$ cat src/inc/ext_bus_pkg.sv
// Summary of operation
// - Code fetches strobe only the program store.
// - Data moves use separate read/write strobes.
// - Code fetch always drives full 16-bit address.
// - Pointer form 16-bit, indirect form 8-bit.
// - Port 0 drives address, then data.
// - Every access refills port 0 latch with ones.
// - Wide access holds high address on port 2.
// - Narrow access keeps port 2 latch on pins.
// - Address ones get strong pullup whole cycle.
// - Write data surrounds the write strobe.
// - Read byte captured before strobe release.
// - Cleared enable bit never gates latch strobe; internal fetches are not taken.
// - Data moves always latch; external code ignores bit.
// - Data cycle six periods, fetch three.
// - Program strobe only for external fetches.
package ext_bus_pkg;

	// -----------------------------------------------------------------
	// Cycle counts, one clock is one oscillator period.
	// -----------------------------------------------------------------
	localparam int FETCH_CYCLES        = 3;
	localparam int DATA_CYCLES         = 6;
	localparam int FETCH_STROBE_CYCLES = FETCH_CYCLES - 1;
	localparam int DATA_STROBE_CYCLES  = DATA_CYCLES - 3;

	// -----------------------------------------------------------------
	// Values after reset and fixed fills.
	// -----------------------------------------------------------------
	localparam logic [7:0] P0_LATCH_FILL = 8'hff;
	localparam logic [7:0] BYTE_ZERO     = 8'h00;
	localparam logic       LSE_RESET     = 1'b1;

	typedef enum logic [1:0] {KIND_FETCH, KIND_READ, KIND_WRITE} kind_e;

	typedef enum logic [2:0] {ST_IDLE, ST_LATCH, ST_SETUP, ST_STROBE, ST_HOLD} bus_state_e;

endpackage : ext_bus_pkg

$ cat src/verilog/sync_two_ff.sv
`timescale 1ns/1ps
`default_nettype none

module sync_two_ff #(
	parameter int               WIDTH       = 1,
	parameter logic [WIDTH-1:0] RESET_LEVEL = '0
) (
	input  wire logic             clk,
	input  wire logic             sys_rst,
	input  wire logic [WIDTH-1:0] async_in,
	output var  logic [WIDTH-1:0] sync_out
);
	import ext_bus_pkg::*;

	typedef struct packed {
		logic [WIDTH-1:0] meta;
		logic [WIDTH-1:0] stable;
	} sync_s;

	sync_s cur_ff;
	sync_s nxt_ff;

	if (WIDTH < 1)
	begin : g_chk
		$error("sync_two_ff: WIDTH must be at least 1.");
	end

	// The first stage feeds only the second, so metastability never reaches logic.
	always_comb
	begin
		nxt_ff.meta   = async_in;
		nxt_ff.stable = cur_ff.meta;
	end

	// Both stages reset to the pin's idle level, so no false level reaches the logic while they refill.
	always_ff @(posedge clk)
	begin
		if (sys_rst)
			cur_ff <= '{meta: RESET_LEVEL, stable: RESET_LEVEL};
		else
			cur_ff <= nxt_ff;
	end

	assign sync_out = cur_ff.stable;

endmodule : sync_two_ff
`default_nettype wire

$ cat src/verilog/ext_mem_bus.sv
`timescale 1ns/1ps
`default_nettype none

module ext_mem_bus (
	input  wire logic                 clk,
	input  wire logic                 sys_rst,
	// Core side.
	input  wire logic                 req_valid,
	input  wire ext_bus_pkg::kind_e   req_kind,
	input  wire logic                 req_data_pointer,
	input  wire logic [15:0]          req_addr,
	input  wire logic [7:0]           req_wdata,
	output var  logic                 req_ready,
	output var  logic                 rsp_valid,
	output var  logic [7:0]           rsp_data,
	input  wire logic [7:0]           p2_latch,
	output var  logic                 p0_latch_fill,
	input  wire logic                 latch_strobe_enable,
	// Pins.
	input  wire logic                 external_code_select_n,
	input  wire logic [7:0]           p0_in,
	output var  logic [7:0]           p0_out,
	output var  logic                 p0_oe,
	output var  logic [7:0]           p2_out,
	output var  logic [7:0]           p2_strong_pullup,
	output var  logic                 address_latch_strobe,
	output var  logic                 program_store_strobe_n,
	output var  logic                 data_read_strobe_n,
	output var  logic                 data_write_strobe_n
);
	import ext_bus_pkg::*;

	typedef struct packed {
		bus_state_e  state;
		kind_e       kind;
		logic        wide;
		logic [1:0]  cnt;
		logic [15:0] addr;
		logic [7:0]  wdata;
		logic        lse;
		logic        ale;
		logic        program_store_strobe_n_n;
		logic        rd_n;
		logic        wr_n;
		logic [7:0]  p0_out;
		logic        p0_oe;
		logic [7:0]  p2_out;
		logic [7:0]  p2_strong;
		logic        p0_fill;
		logic        ready;
		logic        rsp_valid;
		logic [7:0]  rsp_data;
		logic        fetch_cap;
	} bus_s;

	bus_s       cur_ff;
	bus_s       nxt_ff;
	logic [7:0] p0_sync;
	logic       ecs_n_sync;
	logic       ext_code;
	logic       take;
	logic [1:0] last_cnt;

	// -----------------------------------------------------------------
	// Pin synchronisers.
	// -----------------------------------------------------------------
	sync_two_ff #(.WIDTH(8)) u_p0_sync (
		.clk      (clk),
		.sys_rst  (sys_rst),
		.async_in (p0_in),
		.sync_out (p0_sync)
	);

	// Resets to internal code, so no fetch is taken before the pin has been seen.
	sync_two_ff #(.WIDTH(1), .RESET_LEVEL(1'b1)) u_ecs_sync (
		.clk      (clk),
		.sys_rst  (sys_rst),
		.async_in (external_code_select_n),
		.sync_out (ecs_n_sync)
	);

	// -----------------------------------------------------------------
	// Sequencer.
	// -----------------------------------------------------------------
	assign ext_code = ~ecs_n_sync;
	// Internal code fetches are dropped here, so the program strobe never moves for them.
	assign take     = (cur_ff.state == ST_IDLE) && req_valid && ((req_kind != KIND_FETCH) || ext_code);
	assign last_cnt = (cur_ff.kind == KIND_FETCH) ? 2'(FETCH_STROBE_CYCLES - 1) : 2'(DATA_STROBE_CYCLES - 1);

	// Next state first, then every pin value is decoded from that next state so outputs are flops.
	always_comb
	begin
		nxt_ff           = cur_ff;
		nxt_ff.lse       = latch_strobe_enable;
		nxt_ff.p0_fill   = 1'b0;
		nxt_ff.rsp_valid = 1'b0;
		nxt_ff.fetch_cap = 1'b0;
		case (cur_ff.state)
			ST_IDLE:
			begin
				if (take)
				begin
					nxt_ff.state   = ST_LATCH;
					nxt_ff.kind    = req_kind;
					nxt_ff.wide    = (req_kind == KIND_FETCH) || req_data_pointer;
					nxt_ff.addr    = req_addr;
					nxt_ff.wdata   = req_wdata;
					nxt_ff.cnt     = 2'd0;
					nxt_ff.p0_fill = 1'b1;
				end
			end
			ST_LATCH:
			begin
				nxt_ff.state = (cur_ff.kind == KIND_FETCH) ? ST_STROBE : ST_SETUP;
			end
			ST_SETUP:
			begin
				nxt_ff.state = ST_STROBE;
			end
			ST_STROBE:
			begin
				if (cur_ff.cnt == last_cnt)
				begin
					nxt_ff.cnt = 2'd0;
					// Sampled while the strobe is still low; memory data must be settled early.
					if (cur_ff.kind == KIND_READ)
					begin
						nxt_ff.rsp_valid = 1'b1;
						nxt_ff.rsp_data  = p0_sync;
					end
					// The fetch strobe is too short for the synchroniser; its byte is taken one period later.
					nxt_ff.fetch_cap = (cur_ff.kind == KIND_FETCH);
					nxt_ff.state = (cur_ff.kind == KIND_FETCH) ? ST_IDLE : ST_HOLD;
					if (cur_ff.kind == KIND_WRITE)
						nxt_ff.rsp_valid = 1'b1;
				end
				else
					nxt_ff.cnt = cur_ff.cnt + 2'd1;
			end
			ST_HOLD:
			begin
				nxt_ff.state = ST_IDLE;
			end
			default:
			begin
				nxt_ff.state = ST_IDLE;
			end
		endcase

		// The first stage sampled the pin while the program strobe was still low.
		if (cur_ff.fetch_cap)
		begin
			nxt_ff.rsp_valid = 1'b1;
			nxt_ff.rsp_data  = p0_sync;
		end

		// Pin decode from the next state.
		nxt_ff.ready     = (nxt_ff.state == ST_IDLE);
		// With external code the enable bit is ignored; data moves always latch.
		nxt_ff.ale       = (nxt_ff.state == ST_LATCH) &&
			(nxt_ff.lse || ext_code || (nxt_ff.kind != KIND_FETCH));
		nxt_ff.program_store_strobe_n_n    = !((nxt_ff.state == ST_STROBE) && (nxt_ff.kind == KIND_FETCH));
		nxt_ff.rd_n      = !((nxt_ff.state == ST_STROBE) && (nxt_ff.kind == KIND_READ));
		nxt_ff.wr_n      = !((nxt_ff.state == ST_STROBE) && (nxt_ff.kind == KIND_WRITE));
		nxt_ff.p0_oe     = (nxt_ff.state == ST_LATCH) ||
			((nxt_ff.kind == KIND_WRITE) && (nxt_ff.state != ST_IDLE));
		nxt_ff.p0_out    = (nxt_ff.state == ST_LATCH) ? nxt_ff.addr[7:0] :
			((nxt_ff.p0_oe) ? nxt_ff.wdata : BYTE_ZERO);
		if (nxt_ff.state == ST_IDLE)
		begin
			nxt_ff.p2_out    = p2_latch;
			nxt_ff.p2_strong = BYTE_ZERO;
		end
		else
		begin
			nxt_ff.p2_out    = nxt_ff.wide ? nxt_ff.addr[15:8] : p2_latch;
			nxt_ff.p2_strong = nxt_ff.p2_out;
		end
	end

	always_ff @(posedge clk)
	begin
		if (sys_rst)
		begin
			cur_ff           <= '0;
			cur_ff.state     <= ST_IDLE;
			cur_ff.kind      <= KIND_FETCH;
			cur_ff.lse       <= LSE_RESET;
			cur_ff.program_store_strobe_n_n    <= 1'b1;
			cur_ff.rd_n      <= 1'b1;
			cur_ff.wr_n      <= 1'b1;
			cur_ff.ready     <= 1'b1;
		end
		else
			cur_ff <= nxt_ff;
	end

	assign req_ready              = cur_ff.ready;
	assign rsp_valid              = cur_ff.rsp_valid;
	assign rsp_data               = cur_ff.rsp_data;
	assign p0_latch_fill          = cur_ff.p0_fill;
	assign p0_out                 = cur_ff.p0_out;
	assign p0_oe                  = cur_ff.p0_oe;
	assign p2_out                 = cur_ff.p2_out;
	assign p2_strong_pullup       = cur_ff.p2_strong;
	assign address_latch_strobe   = cur_ff.ale;
	assign program_store_strobe_n = cur_ff.program_store_strobe_n_n;
	assign data_read_strobe_n     = cur_ff.rd_n;
	assign data_write_strobe_n    = cur_ff.wr_n;
endmodule : ext_mem_bus
`default_nettype wire

$ cat config.mk
export PLATFORM = sky130hd
export DESIGN_NAME = ext_mem_bus
export DESIGN_NICKNAME = d
export VERILOG_FILES = /design/src/inc/ext_bus_pkg.sv /design/src/verilog/sync_two_ff.sv /design/src/verilog/ext_mem_bus.sv
export SDC_FILE = /design/constraint.sdc
export NUM_CORES = 1
export LEC_CHECK = 0
export ABC_AREA = 1
export ABC_CLOCK_PERIOD_IN_PS = 2600
export BUFFER_PORTS_ARGS = -buffer_cell sky130_fd_sc_hd__buf_2
export CORE_MARGIN = 4
export CORE_UTILIZATION = 40
export CTS_CLUSTER_DIAMETER = 50
export DETAILED_ROUTE_END_ITERATION = 8
export PLACE_DENSITY = 0.69
export SYNTH_ARGS = -nofsm -noshare
export SYNTH_HDL_FRONTEND = slang
export SYNTH_HIERARCHICAL = 1
export SYNTH_SLANG_ARGS = --single-unit
$ cat constraint.sdc
create_clock -name clk -period 2.6 [get_ports clk]
set_input_delay 0.26 -clock clk [delete_from_list [all_inputs] [get_ports clk]]
set_output_delay 0.26 -clock clk [all_outputs]
set_load 0.01 [all_outputs]
==> results of run 1 <==
==> worst min-delay path: stages <==
cell	delay (ns)
buf_2	0.07
inv_1	0.03
nand2_1	0.04
==> layout by cell type, fill, tap and decap left out, types with 2 or more instances in the layout <==
cell and instances:
buf_4 2, nor2_2 10, inv_1 47, o21ai_1 16, nand3_1 29, nor2_4 2
dfxtp_1 91, o21ai_0 9, nand2_2 7, clkbuf_8 9, bufinv_16 3, nand4_1 12
nand2_4 2, nand2_1 81, a21oi_1 20, buf_2 86, o21ai_2 8, o21ai_4 2
nor2_1 48, inv_6 2, inv_2 4, ha_1 2, nor2_8 2
==> final timing paths <==
path / to / cells past startpoint / slack (ns) / start
worst max register to register: p2_out[5]$_SDFF_PP0_ / 11 / 0.77 / cur_ff[69]$_SDFF_PP0_
worst min register to register: u_p0_sync/sync_out[2]$_SDFF_PP0_ / 2 / 0.41 / u_p0_sync/cur_ff[10]$_SDFF_PP0_
worst min-delay path: u_ecs_sync/cur_ff[1]$_SDFF_PP1_ / 3 / 0.09 / external_code_select_n
worst max-delay path: p2_out[5]$_SDFF_PP0_ / 11 / 0.77 / cur_ff[69]$_SDFF_PP0_
==> stage by stage <==
step	utilization	instance area, sq um	setup slack [ns]	hold slack, ns	instances
final	0.4577	4229	0.7719	0.08553	634
after global routing	0.4577	4229	0.5518	0.08541	634
after CTS	0.4577	4229	0.7375	0.06662	634
after detailed placement	0.4310	3983	0.7137	0.3945	618
after global placement	0.4310	3983	0.7910	0.3898	618
after floorplan	-	3781	1.063	0.3448	456
==> cells by family (layout without fill, tap and decap cells) <==
family | count (synthesis) | in the layout | synth area share
compound gates | 57 | 57 | 0.09299
flops | 91 | 91 | 0.4818
buf+inv | 108 | 157 | 0.1618
fa+ha+maj | 2 | 2 | 0.006617
simple gates | 198 | 198 | 0.2568
==> final cells by class <==
type	instances	area, sq um	share of cell area
Sequential cell	91	1822	0.4308
Clock inverter	7	122.6	0.02899
Inverter	53	206.4	0.04882
Multi-Input combinational cell	257	1348	0.3186
Timing Repair Buffer	88	445.4	0.1053
Tap cell	129	161.4	0.03817
Clock buffer	9	123.9	0.02929
==> layer usage <==
layer / track usage / share of wire
met5: 0 / 0
met4: 0.05623 / 0.019
met3: 0.04960 / 0.068
met2: 0.2108 / 0.44
met1: 0.1721 / 0.47
==> flip-flops by register name (all words and copies together) (netlist names) <==
signal,cells
p0_out,8
u_p0_sync/cur_ff,8
u_ecs_sync/cur_ff,1
p0_oe,1
rsp_data,8
u_ecs_sync/sync_out,1
u_p0_sync/sync_out,8
p0_latch_fill,1
program_store_strobe_n,1
p2_strong_pullup,8
cur_ff,33
data_read_strobe_n,1
p2_out,8
data_write_strobe_n,1
rsp_valid,1
address_latch_strobe,1
req_ready,1
==> power groups by stage <==
stage          Combinational, mW  Clock (mW)  Sequential [mW]
6_report                   0.656        1.14             1.57
5_1_grt                    0.747        1.23             1.59
4_1_cts                    0.666        1.18             1.57
3_5_place_dp               0.663           0             1.60
3_3_place_gp               0.645           0             1.60
2_1_floorplan              0.557           0             1.60
==> results.ini, run 1 <==
[clock_tree]
clkSlewWorstSetupHoldPaths_ns=0.09
cts.sinks=91
cts_htree_levels=3
clockBufferDepth=2
clock-root-buffer=clkbuf_8
cts.repair.resized=0
cts_buffers=9
cts_tree=built
postCtsHoldBufs=0
clk_latency_ns=0.35
post-cts-setup-buffers=0

[logic_synthesis]
yosysMostFrequentCell=dfxtp_1
netlist_instances=456
synth_common_cells=dfxtp_1 (91), nand2_1 (81), nor2_1 (48), inv_1 (47), buf_4 (41)
synthFlopType=dfxtp_1
synthArstFlopShare=0
synth.distinct_cells=33
syn_area_per_cell_sq_um=8.292
ys_warn_count=6
synth_seq_area_share=0.4818
syn_area_sq_um=3781
synthTopCellsByArea=dfxtp_1 (48%), buf_4 (8.1%), nand2_1 (8.0%), nor2_1 (4.8%), inv_1 (4.7%)
synth_edf_count=0
netlist.area_leader.share=0.4818
synth_top_cell_by_area=dfxtp_1
ys_seq_elements=91
syn-num-nets=506

[global_route]
grt_pass1_vias=2703
antenna_found_initial=0
grt_pass1_wl_mm=12.30
grt_max_degree=46
grt_overflow=0
grt_use_total=0.1365

[status]
run_status=finished clean

[placed_design]
io_buffer_count=86
place.detailed.hpwl_mm=5.011
place_congestion=0.8219

[critical_path]
crit_arrival_ns=2.13
required_ns=2.90
cp_max_fo=8
endpoint_kind=flip-flop
critPathSlowestCell=dfxtp_1
path_delay_family=simple AND/OR/NAND/NOR gates
crit_type=flip-flop to flip-flop
startpoint_type=flip-flop
crit_path_cell_trace=inv_1 > ha_1 > inv_2 > nand2_1 > nand2_2 > nand3_1 > nand2_2 > nand3_2 > nor2_4 > nand3_1 > nand2_1
path_buf_inv=2
cpPeakStageDelay_ns=0.36

[die]
core_area_sq_um=9240
pin_count=88
floorplan.initialDensity=0.4092
design.die.area_sq_um=11070
fp.dieW_um=105.2
die_h_um=105.2
rows=35

[layout]
diodes=0
fill_cells=905
fin_nets=550
area_delta_synth_final_pct=11.85
drive_gt1_frac=0.2931

[power_and_ir_drop]
p_clk_frac=0.338
p_leak_nw=2.079
p_sw_mw=0.9648
power_mw=3.364
combPwrFrac=0.195
netSwitchingFraction=0.2868
power_frac_seq=0.467
peakVddDrop_mv=0.3942
p_int_mw=2.399
power_density_nw_per_um2=795.3

[drt]
ant_nets=0
routed_wl_mm=7.254
via_per_inst=4.483
drt_iter0_drc=141
first_pass_iters=5
wl_per_cell_um=11.44
drc_errors=0
vias=2842

[flow_run]
drv_cap=0

[sta]
relSlewSlack=0.6613
worst_pin_slew_ns=0.5080
fin_skew_ns=0.01047
min_period_over_period=0.7031
maxSlewViolCount=0
hold_viol_final=0
rsz0062_at_grt=no
setup_tns_ns=0
finalSetupViolCount=0
clock.fmax_mhz=547.0
post-route-min-period_ns=1.828

[worst_hold_path]
hold_path.class=input pin to flip-flop

No activity file was read; power rests on OpenSTA's default activity.
==> run 2, diff against run 1 <==
--- a/config.mk
+++ b/config.mk
@@ -6,7 +6,7 @@
 export NUM_CORES = 1
 export LEC_CHECK = 0
 export ABC_AREA = 1
-export ABC_CLOCK_PERIOD_IN_PS = 2600
+export ABC_CLOCK_PERIOD_IN_PS = 1700
 export BUFFER_PORTS_ARGS = -buffer_cell sky130_fd_sc_hd__buf_2
 export CORE_MARGIN = 4
 export CORE_UTILIZATION = 40
==> constraint.sdc (replaced) <==
create_clock -name clk -period 1.7 [get_ports clk]
set_input_delay 0.17 -clock clk [delete_from_list [all_inputs] [get_ports clk]]
set_output_delay 0.17 -clock clk [all_outputs]
set_load 0.01 [all_outputs]
==> results.ini, run 2 (synthesis gave the netlist of run 1 again) <==
[status]
run_status=finished clean

[layout]
final_common_cell=dfxtp_1
area_delta_synth_final_pct=15.25
fin_nets=563  ; +2.4%
fill_cells=926  ; +2.3%
layout_common_cells=dfxtp_1 (90), buf_2 (86), nand2_1 (80), nor2_1 (48), inv_1 (46)
drive_gt1_frac=0.3250  ; +0.03188
instances_no_fill=646  ; +1.9%
regMostFlops=cur_ff
diodes=0  ; unchanged
final_util=0.4716  ; +0.01395
fin_area_sq_um=4358  ; +3.0%
largest_reg_flops=33  ; unchanged

[worst_hold_path]
hold_end=u_p0_sync/cur_ff[12]$_SDFF_PP0_
hold_path.class=input pin to flip-flop
min_from=p0_in[4]
min_path_cells=3  ; unchanged

[global_route]
grt_max_degree=46  ; unchanged
grt_overflow=0  ; unchanged
grt_pass1_wl_mm=11.92  ; -3.1%
grt_use_total=0.1316  ; -0.004851
grt_pass1_vias=2661  ; -1.6%
antenna_found_initial=0  ; unchanged

[placed_design]
dp_cells=626  ; +1.3%
place_congestion=0.8120  ; -1.2%
post_dp_cell_area_sq_um=4055  ; +1.8%
place.detailed.hpwl_mm=5.161  ; +3.0%
io_buffer_count=86  ; unchanged

[sta]
post-route-min-period_ns=1.560  ; -0.2680 ns
setup_tns_ns=0  ; unchanged
finalSetupViolCount=0  ; unchanged
hold_viol_final=0  ; unchanged
fin_skew_ns=0.01428  ; +0.003816 ns
rsz0062_at_grt=yes
relSlewSlack=0.6730  ; +0.01163
min_period_over_period=0.9177  ; +0.2146
worst_pin_slew_ns=0.4906  ; -0.01745 ns
maxSlewViolCount=0  ; unchanged
clock.fmax_mhz=641.0  ; +17%

[clock_tree]
clockBufferDepth=2  ; unchanged
cts_buffers=9  ; unchanged
cts_htree_levels=3  ; unchanged
clk_latency_ns=0.34  ; about the same
cts.sinks=91  ; unchanged
clkSlewWorstSetupHoldPaths_ns=0.09  ; about the same
cts_tree=built
clock-root-buffer=clkbuf_8

[drt]
drc_errors=0  ; unchanged
ant_nets=0  ; unchanged
first_pass_iters=4  ; -1
wl_per_cell_um=11.36  ; -0.71%
via_per_inst=4.471  ; -0.27%
vias=2888  ; +1.6%
routed_wl_mm=7.339  ; +1.2%
drt_iter0_drc=115  ; -18%

[die]
pin_count=88  ; unchanged
fp.dieW_um=105.2  ; unchanged
rows=35  ; unchanged
design.die.area_sq_um=11070  ; unchanged
floorplan.initialDensity=0.4092  ; unchanged
die_h_um=105.2  ; unchanged
core_area_sq_um=9240  ; unchanged

[power_and_ir_drop]
p_int_mw=3.475  ; +45%
power_frac_seq=0.485  ; +0.018
peakVddDrop_mv=0.4910  ; +25%
combPwrFrac=0.223  ; +0.028
p_leak_nw=2.128  ; +2.4%
p_clk_frac=0.292  ; -0.046
netSwitchingFraction=0.2984  ; +0.01153
power_density_nw_per_um2=1137  ; +43%
p_sw_mw=1.478  ; +53%

[critical_path]
crit_cells=9  ; -2
cpMostUsedCell=nand2_2
path_buf_inv=2  ; unchanged
cp-startpoint=cur_ff[71]$_SDFF_PP0_
path_delay_family=simple AND/OR/NAND/NOR gates
timing.rr.start=cur_ff[71]$_SDFF_PP0_
startpoint_type=flip-flop
crit_path_cell_trace=inv_2 > nand2_2 > nor2_8 > nand2_8 > buf_4 > nand2_1 > nand2_2 > nand3_4 > o21ai_2
crit_arrival_ns=1.83  ; -0.30 ns
endpoint_kind=flip-flop
cp_max_fo=14  ; +6
required_ns=1.97  ; -0.93 ns
crit_type=flip-flop to flip-flop
reg2reg_depth=9  ; -2
reg2reg_to=p0_out[4]$_SDFF_PP0_
critPathSlowestCell=dfxtp_1
reg2reg_slack_ns=0.14  ; -0.63 ns
cpPeakStageDelay_ns=0.40  ; +0.04 ns

[flow_run]
drv_cap=0  ; unchanged

==> run 2: cell types whose count changed in the layout (fill, tap and decap cells not counted), sizes merged <==
| cell | previous run | this run |
|---|---|---|
| buf | 88 | 99 |
| bufinv | 3 | 1 |
| clkbuf | 9 | 10 |
| clkinvlp | 1 | 2 |
| dlygate4sd3 | 0 | 2 |
| inv | 55 | 54 |
==> run 2: cell type report <==
class / instances / area (sq um) / share of cell area
flip-flops and latches: 91 / 1823 / 0.4183
multi-input cells: 257 / 1404 / 0.3221
repair buffers: 101 / 560.5 / 0.1286
inverters: 53 / 209.0 / 0.04795
well taps: 129 / 161.4 / 0.03704
clock buffers: 10 / 137.6 / 0.03158
clock inverters: 5 / 62.56 / 0.01436
==> run 2: stage by stage <==
| stage | power (mW) | hold slack [ns] | setup WS, ns |
|---|---|---|---|
| after floorplan | 3.304 | 0.2548 | 0.1633 |
| after global placement | 3.470 | 0.3457 | 0.07196 |
| after detailed placement | 3.500 | 0.3492 | -0.005875 |
| after CTS | 4.966 | 0.002055 | 0.002563 |
| after global routing | 5.251 | 0.01541 | -0.02593 |
| final | 4.953 | 0.02331 | 0.1399 |
==> run 2: power by group through the flow <==
stage	clock [mW]	combinational [mW]	sequential (mW)
finish	1.45	1.10	2.40
global route	1.59	1.24	2.43
CTS	1.50	1.06	2.40
detailed placement	0	1.05	2.45
global placement	0	1.02	2.45
floorplan	0	0.851	2.45
==> run 2: how the worst max path moves through the flow <==
stage	endpoint	slack (ns)
final	p0_out[4]$_SDFF_PP0_	0.14
after global routing	p0_out[4]$_SDFF_PP0_	-0.03
after CTS	p2_out[7]$_SDFF_PP0_	0.003
after detailed placement	p2_out[1]$_SDFF_PP0_	-0.006
after global placement	p2_out[4]$_SDFF_PP0_	0.07
after floorplan	p2_out[0]$_SDFF_PP0_	0.16
==> run 2: what timing repair did <==
item                                    4_1_cts  5_1_grt
endpoints found under the setup margin        8       34
gates cloned                                  0        0
pin swaps                                     1        5
hold buffers                                  2        0
hold endpoints to repair                      2        0
setup buffers                                 0        3
gates resized for setup                       2       12
==> run 2: tightest hold or removal path: cells and delay by family <==
| family | cells | cell delay (ns) |
|---|---|---|
| and+or+nand+nor | 1 | 0.06 |
| buffers and inverters | 2 | 0.10 |
==> run 2: layer usage <==
layer / GRT usage / vias to the layer above / wire length (um)
met5: 0 / - / 0
met4: 0.04405 / 0 / 99
met3: 0.03980 / 10 / 421
met2: 0.2227 / 74 / 3510
met1: 0.1589 / 1298 / 3308
li1: - / 1506 / -
==> run 3, diff against run 2 <==
--- a/config.mk
+++ b/config.mk
@@ -5,14 +5,16 @@
 export SDC_FILE = /design/constraint.sdc
 export NUM_CORES = 1
 export LEC_CHECK = 0
-export ABC_AREA = 1
+export ABC_AREA = 0
 export ABC_CLOCK_PERIOD_IN_PS = 1700
 export BUFFER_PORTS_ARGS = -buffer_cell sky130_fd_sc_hd__buf_2
+export CAP_MARGIN = 20
 export CORE_MARGIN = 4
 export CORE_UTILIZATION = 40
 export CTS_CLUSTER_DIAMETER = 50
 export DETAILED_ROUTE_END_ITERATION = 8
-export PLACE_DENSITY = 0.69
+export PLACE_DENSITY = 0.7
+export RECOVER_POWER = 50
 export SYNTH_ARGS = -nofsm -noshare
 export SYNTH_HDL_FRONTEND = slang
 export SYNTH_HIERARCHICAL = 1
==> results.ini, run 3 <==
[drt]
drc_errors=0  ; unchanged
first_pass_iters=4  ; unchanged
routed_wl_mm=7.493  ; +2.1%
drt_iter0_drc=78  ; -32%
vias=2701  ; -6.5%
via_per_inst=4.911  ; +9.8%
wl_per_cell_um=13.62  ; +20%
ant_nets=0  ; unchanged

[global_route]
grt_max_degree=40  ; -13%
antenna_found_initial=0  ; unchanged
grt_use_total=0.1441  ; +0.01249
grt_pass1_wl_mm=11.79  ; -1.0%
grt_overflow=0  ; unchanged
grt_pass1_vias=2603  ; -2.2%

[logic_synthesis]
synthFlopType=dfxtp_1
ys_seq_elements=83  ; -8.8%
yosysMostFrequentCell=dfxtp_1
netlist_instances=364  ; -20%
synth_top_cell_by_area=dfxtp_1
netlist.area_leader.share=0.4716  ; -0.01021
syn_area_sq_um=3523  ; -6.8%
syn-num-nets=414  ; -18%
synthTopCellsByArea=dfxtp_1 (47%), buf_4 (8.5%), mux2i_1 (4.5%), nand2b_1 (4.3%), a21oi_1 (3.7%)
synthArstFlopShare=0  ; unchanged
synth_common_cells=dfxtp_1 (83), buf_4 (40), a21oi_1 (26), nand2b_1 (24), nand2_1 (23)
syn_area_per_cell_sq_um=9.680  ; +17%
ys_warn_count=6  ; unchanged
synth_edf_count=0  ; unchanged
synth.distinct_cells=43  ; +30%
synth_seq_area_share=0.4716  ; -0.01021

[status]
failed_checks=setup timing
run_status=finished with violations

[power_and_ir_drop]
power_mw=5.041  ; +1.8%
p_sw_mw=1.345  ; -9.0%
p_int_mw=3.696  ; +6.3%
p_clk_frac=0.350  ; +0.058
combPwrFrac=0.221  ; -0.002
p_leak_nw=1.910  ; -10%
netSwitchingFraction=0.2668  ; -0.03152
peakVddDrop_mv=0.5268  ; +7.3%
power_frac_seq=0.429  ; -0.056
power_density_nw_per_um2=1141  ; +0.39%

[die]
rows=33  ; -5.7%
die_h_um=101.9  ; -3.2%
core_area_sq_um=8382  ; -9.3%
fp.dieW_um=101.9  ; -3.2%
floorplan.initialDensity=0.4204  ; +0.01115
pin_count=88  ; unchanged
design.die.area_sq_um=10370  ; -6.3%

[clock_tree]
cts_buffers=9  ; unchanged
clk_latency_ns=0.35  ; about the same
cts.sinks=83  ; -8.8%
clockBufferDepth=2  ; unchanged
clkSlewWorstSetupHoldPaths_ns=0.09  ; about the same
clock-root-buffer=clkbuf_8
cts_htree_levels=3  ; unchanged
cts_tree=built

[critical_path]
crit_path_cell_trace=or4b_4 > or3_4 > o211ai_4 > buf_6 > mux2i_1
cpPeakStageDelay_ns=0.53  ; +0.13 ns
startpoint_type=flip-flop
critPathSlowestCell=or4b_4
endpoint_kind=flip-flop
crit_arrival_ns=2.06  ; +0.23 ns
required_ns=1.97  ; about the same
crit_type=flip-flop to flip-flop
cp_max_fo=4  ; -10

[sta]
fin_skew_ns=0.01706  ; +0.002774 ns
rsz0062_at_grt=yes
relSlewSlack=0.1360  ; -0.5369
min_period_over_period=1.055  ; +0.1370
setup_tns_ns=-0.8519  ; -0.8519 ns
maxSlewViolCount=0  ; unchanged
clock.fmax_mhz=557.7  ; -13%
worst_pin_slew_ns=1.296  ; +0.8054 ns
layout_setup_ws_ns=-0.09307  ; -0.2329 ns
finalSetupViolCount=19  ; +19
hold_viol_final=0  ; unchanged
post-route-min-period_ns=1.793  ; +0.2329 ns

[layout]
regMostFlops=cur_ff
diodes=0  ; unchanged
regArea_sq_um=1665  ; -8.6%
fin_nets=490  ; -13%
fill_cells=783  ; -15%
drive_gt1_frac=0.3955  ; +0.07055
area_delta_synth_final_pct=25.39
multiInputGateArea_sq_um=1587  ; +13%
layout_common_cells=dfxtp_1 (80), buf_2 (63), buf_4 (32), nand2b_1 (24), clkbuf_1 (24)
largest_reg_flops=25  ; -24%
final_common_cell=dfxtp_1

[worst_hold_path]
hold_path.class=input pin to flip-flop

[placed_design]
place.detailed.hpwl_mm=5.445  ; +5.5%
io_buffer_count=86  ; unchanged
place_congestion=0.7813  ; -3.8%

[flow_run]
drv_cap=0  ; unchanged

[run 3: cells by family (layout without fill, tap and decap cells)]
family	after synthesis	after routing	share of synthesized area
AOI/OAI and AO/OA	75	75	0.1420
adders and majority gates	2	2	0.007101
buffers and inverters	73	154	0.1289
DFF	83	83	0.4716
muxes	16	16	0.04545
and+or+nand+nor	115	115	0.2049
[run 3: per-layer routing]
metal	routed length (um)	vias up	global-route usage
met5	0	-	0
met4	91	0	0.05247
met3	553	10	0.03754
met2	3692	81	0.2555
met1	3155	1265	0.1675
li1	-	1345	-
[run 3: final cells by class]
cell class | instances | area share
clock buffers | 11 | 0.03427
clock inverters | 5 | 0.02436
inverters | 12 | 0.01020
multi-input cells | 208 | 0.3591
flip-flops and latches | 83 | 0.3769
well taps | 105 | 0.02974
repair buffers | 126 | 0.1654
[run 3: what timing repair did]
action,4_1_cts,5_1_grt
endpoints found under the hold margin,2,0
hold buffers,2,0
gates resized for setup,22,24
endpoints found under the setup margin,32,54
buffers inserted,3,0
pin swaps,6,2
[run 3: path summary, 6_finish.rpt]
kind | from | endpoint | slack, ns | depth (start not counted)
max | cur_ff[71]$_SDFF_PP0_ | p2_out[1]$_SDFF_PP0_ | -0.09 | 5
min | req_addr[4] | p0_out[4]$_SDFF_PP0_ | 0.02 | 2
max reg2reg | cur_ff[71]$_SDFF_PP0_ | p2_out[1]$_SDFF_PP0_ | -0.09 | 5
min reg2reg | u_ecs_sync/cur_ff[1]$_SDFF_PP1_ | u_ecs_sync/sync_out$_SDFF_PP1_ | 0.42 | 1
[run 3: metrics by stage]
step / hold slack (ns) / utilization / setup slack [ns] / cells / cell area [sq um]
detailed placement: 0.3666 / 0.4783 / -0.2137 / 529 / 4009
global placement: 0.3638 / 0.4783 / -0.1220 / 529 / 4009
global route: 0.002576 / 0.5271 / -0.1510 / 550 / 4418
CTS: 0.002465 / 0.5234 / -0.1028 / 550 / 4387
floorplan: 0.2671 / - / -0.2327 / 364 / 3581
finish: 0.01873 / 0.5271 / -0.09307 / 550 / 4418
[run 3: worst max-delay path, delay by kind of cell, from the launching register on]
family,cells,cell delay (ns)
AO/OA/AOI/OAI,1,0.10
multiplexers,1,0.20
AND/OR/NAND/NOR,2,0.95
buffers and inverters,1,0.16
flip-flops,1,0.32
[run 3: power groups by stage]
stage          registers (mW)  clock network [mW]  logic (mW)
2_1_floorplan            2.21                   0       0.687
3_3_place_gp             2.20                   0       0.987
3_5_place_dp             2.20                   0        1.00
4_1_cts                  2.16                1.83        1.10
5_1_grt                  2.18                1.90        1.21
6_report                 2.16                1.77        1.11
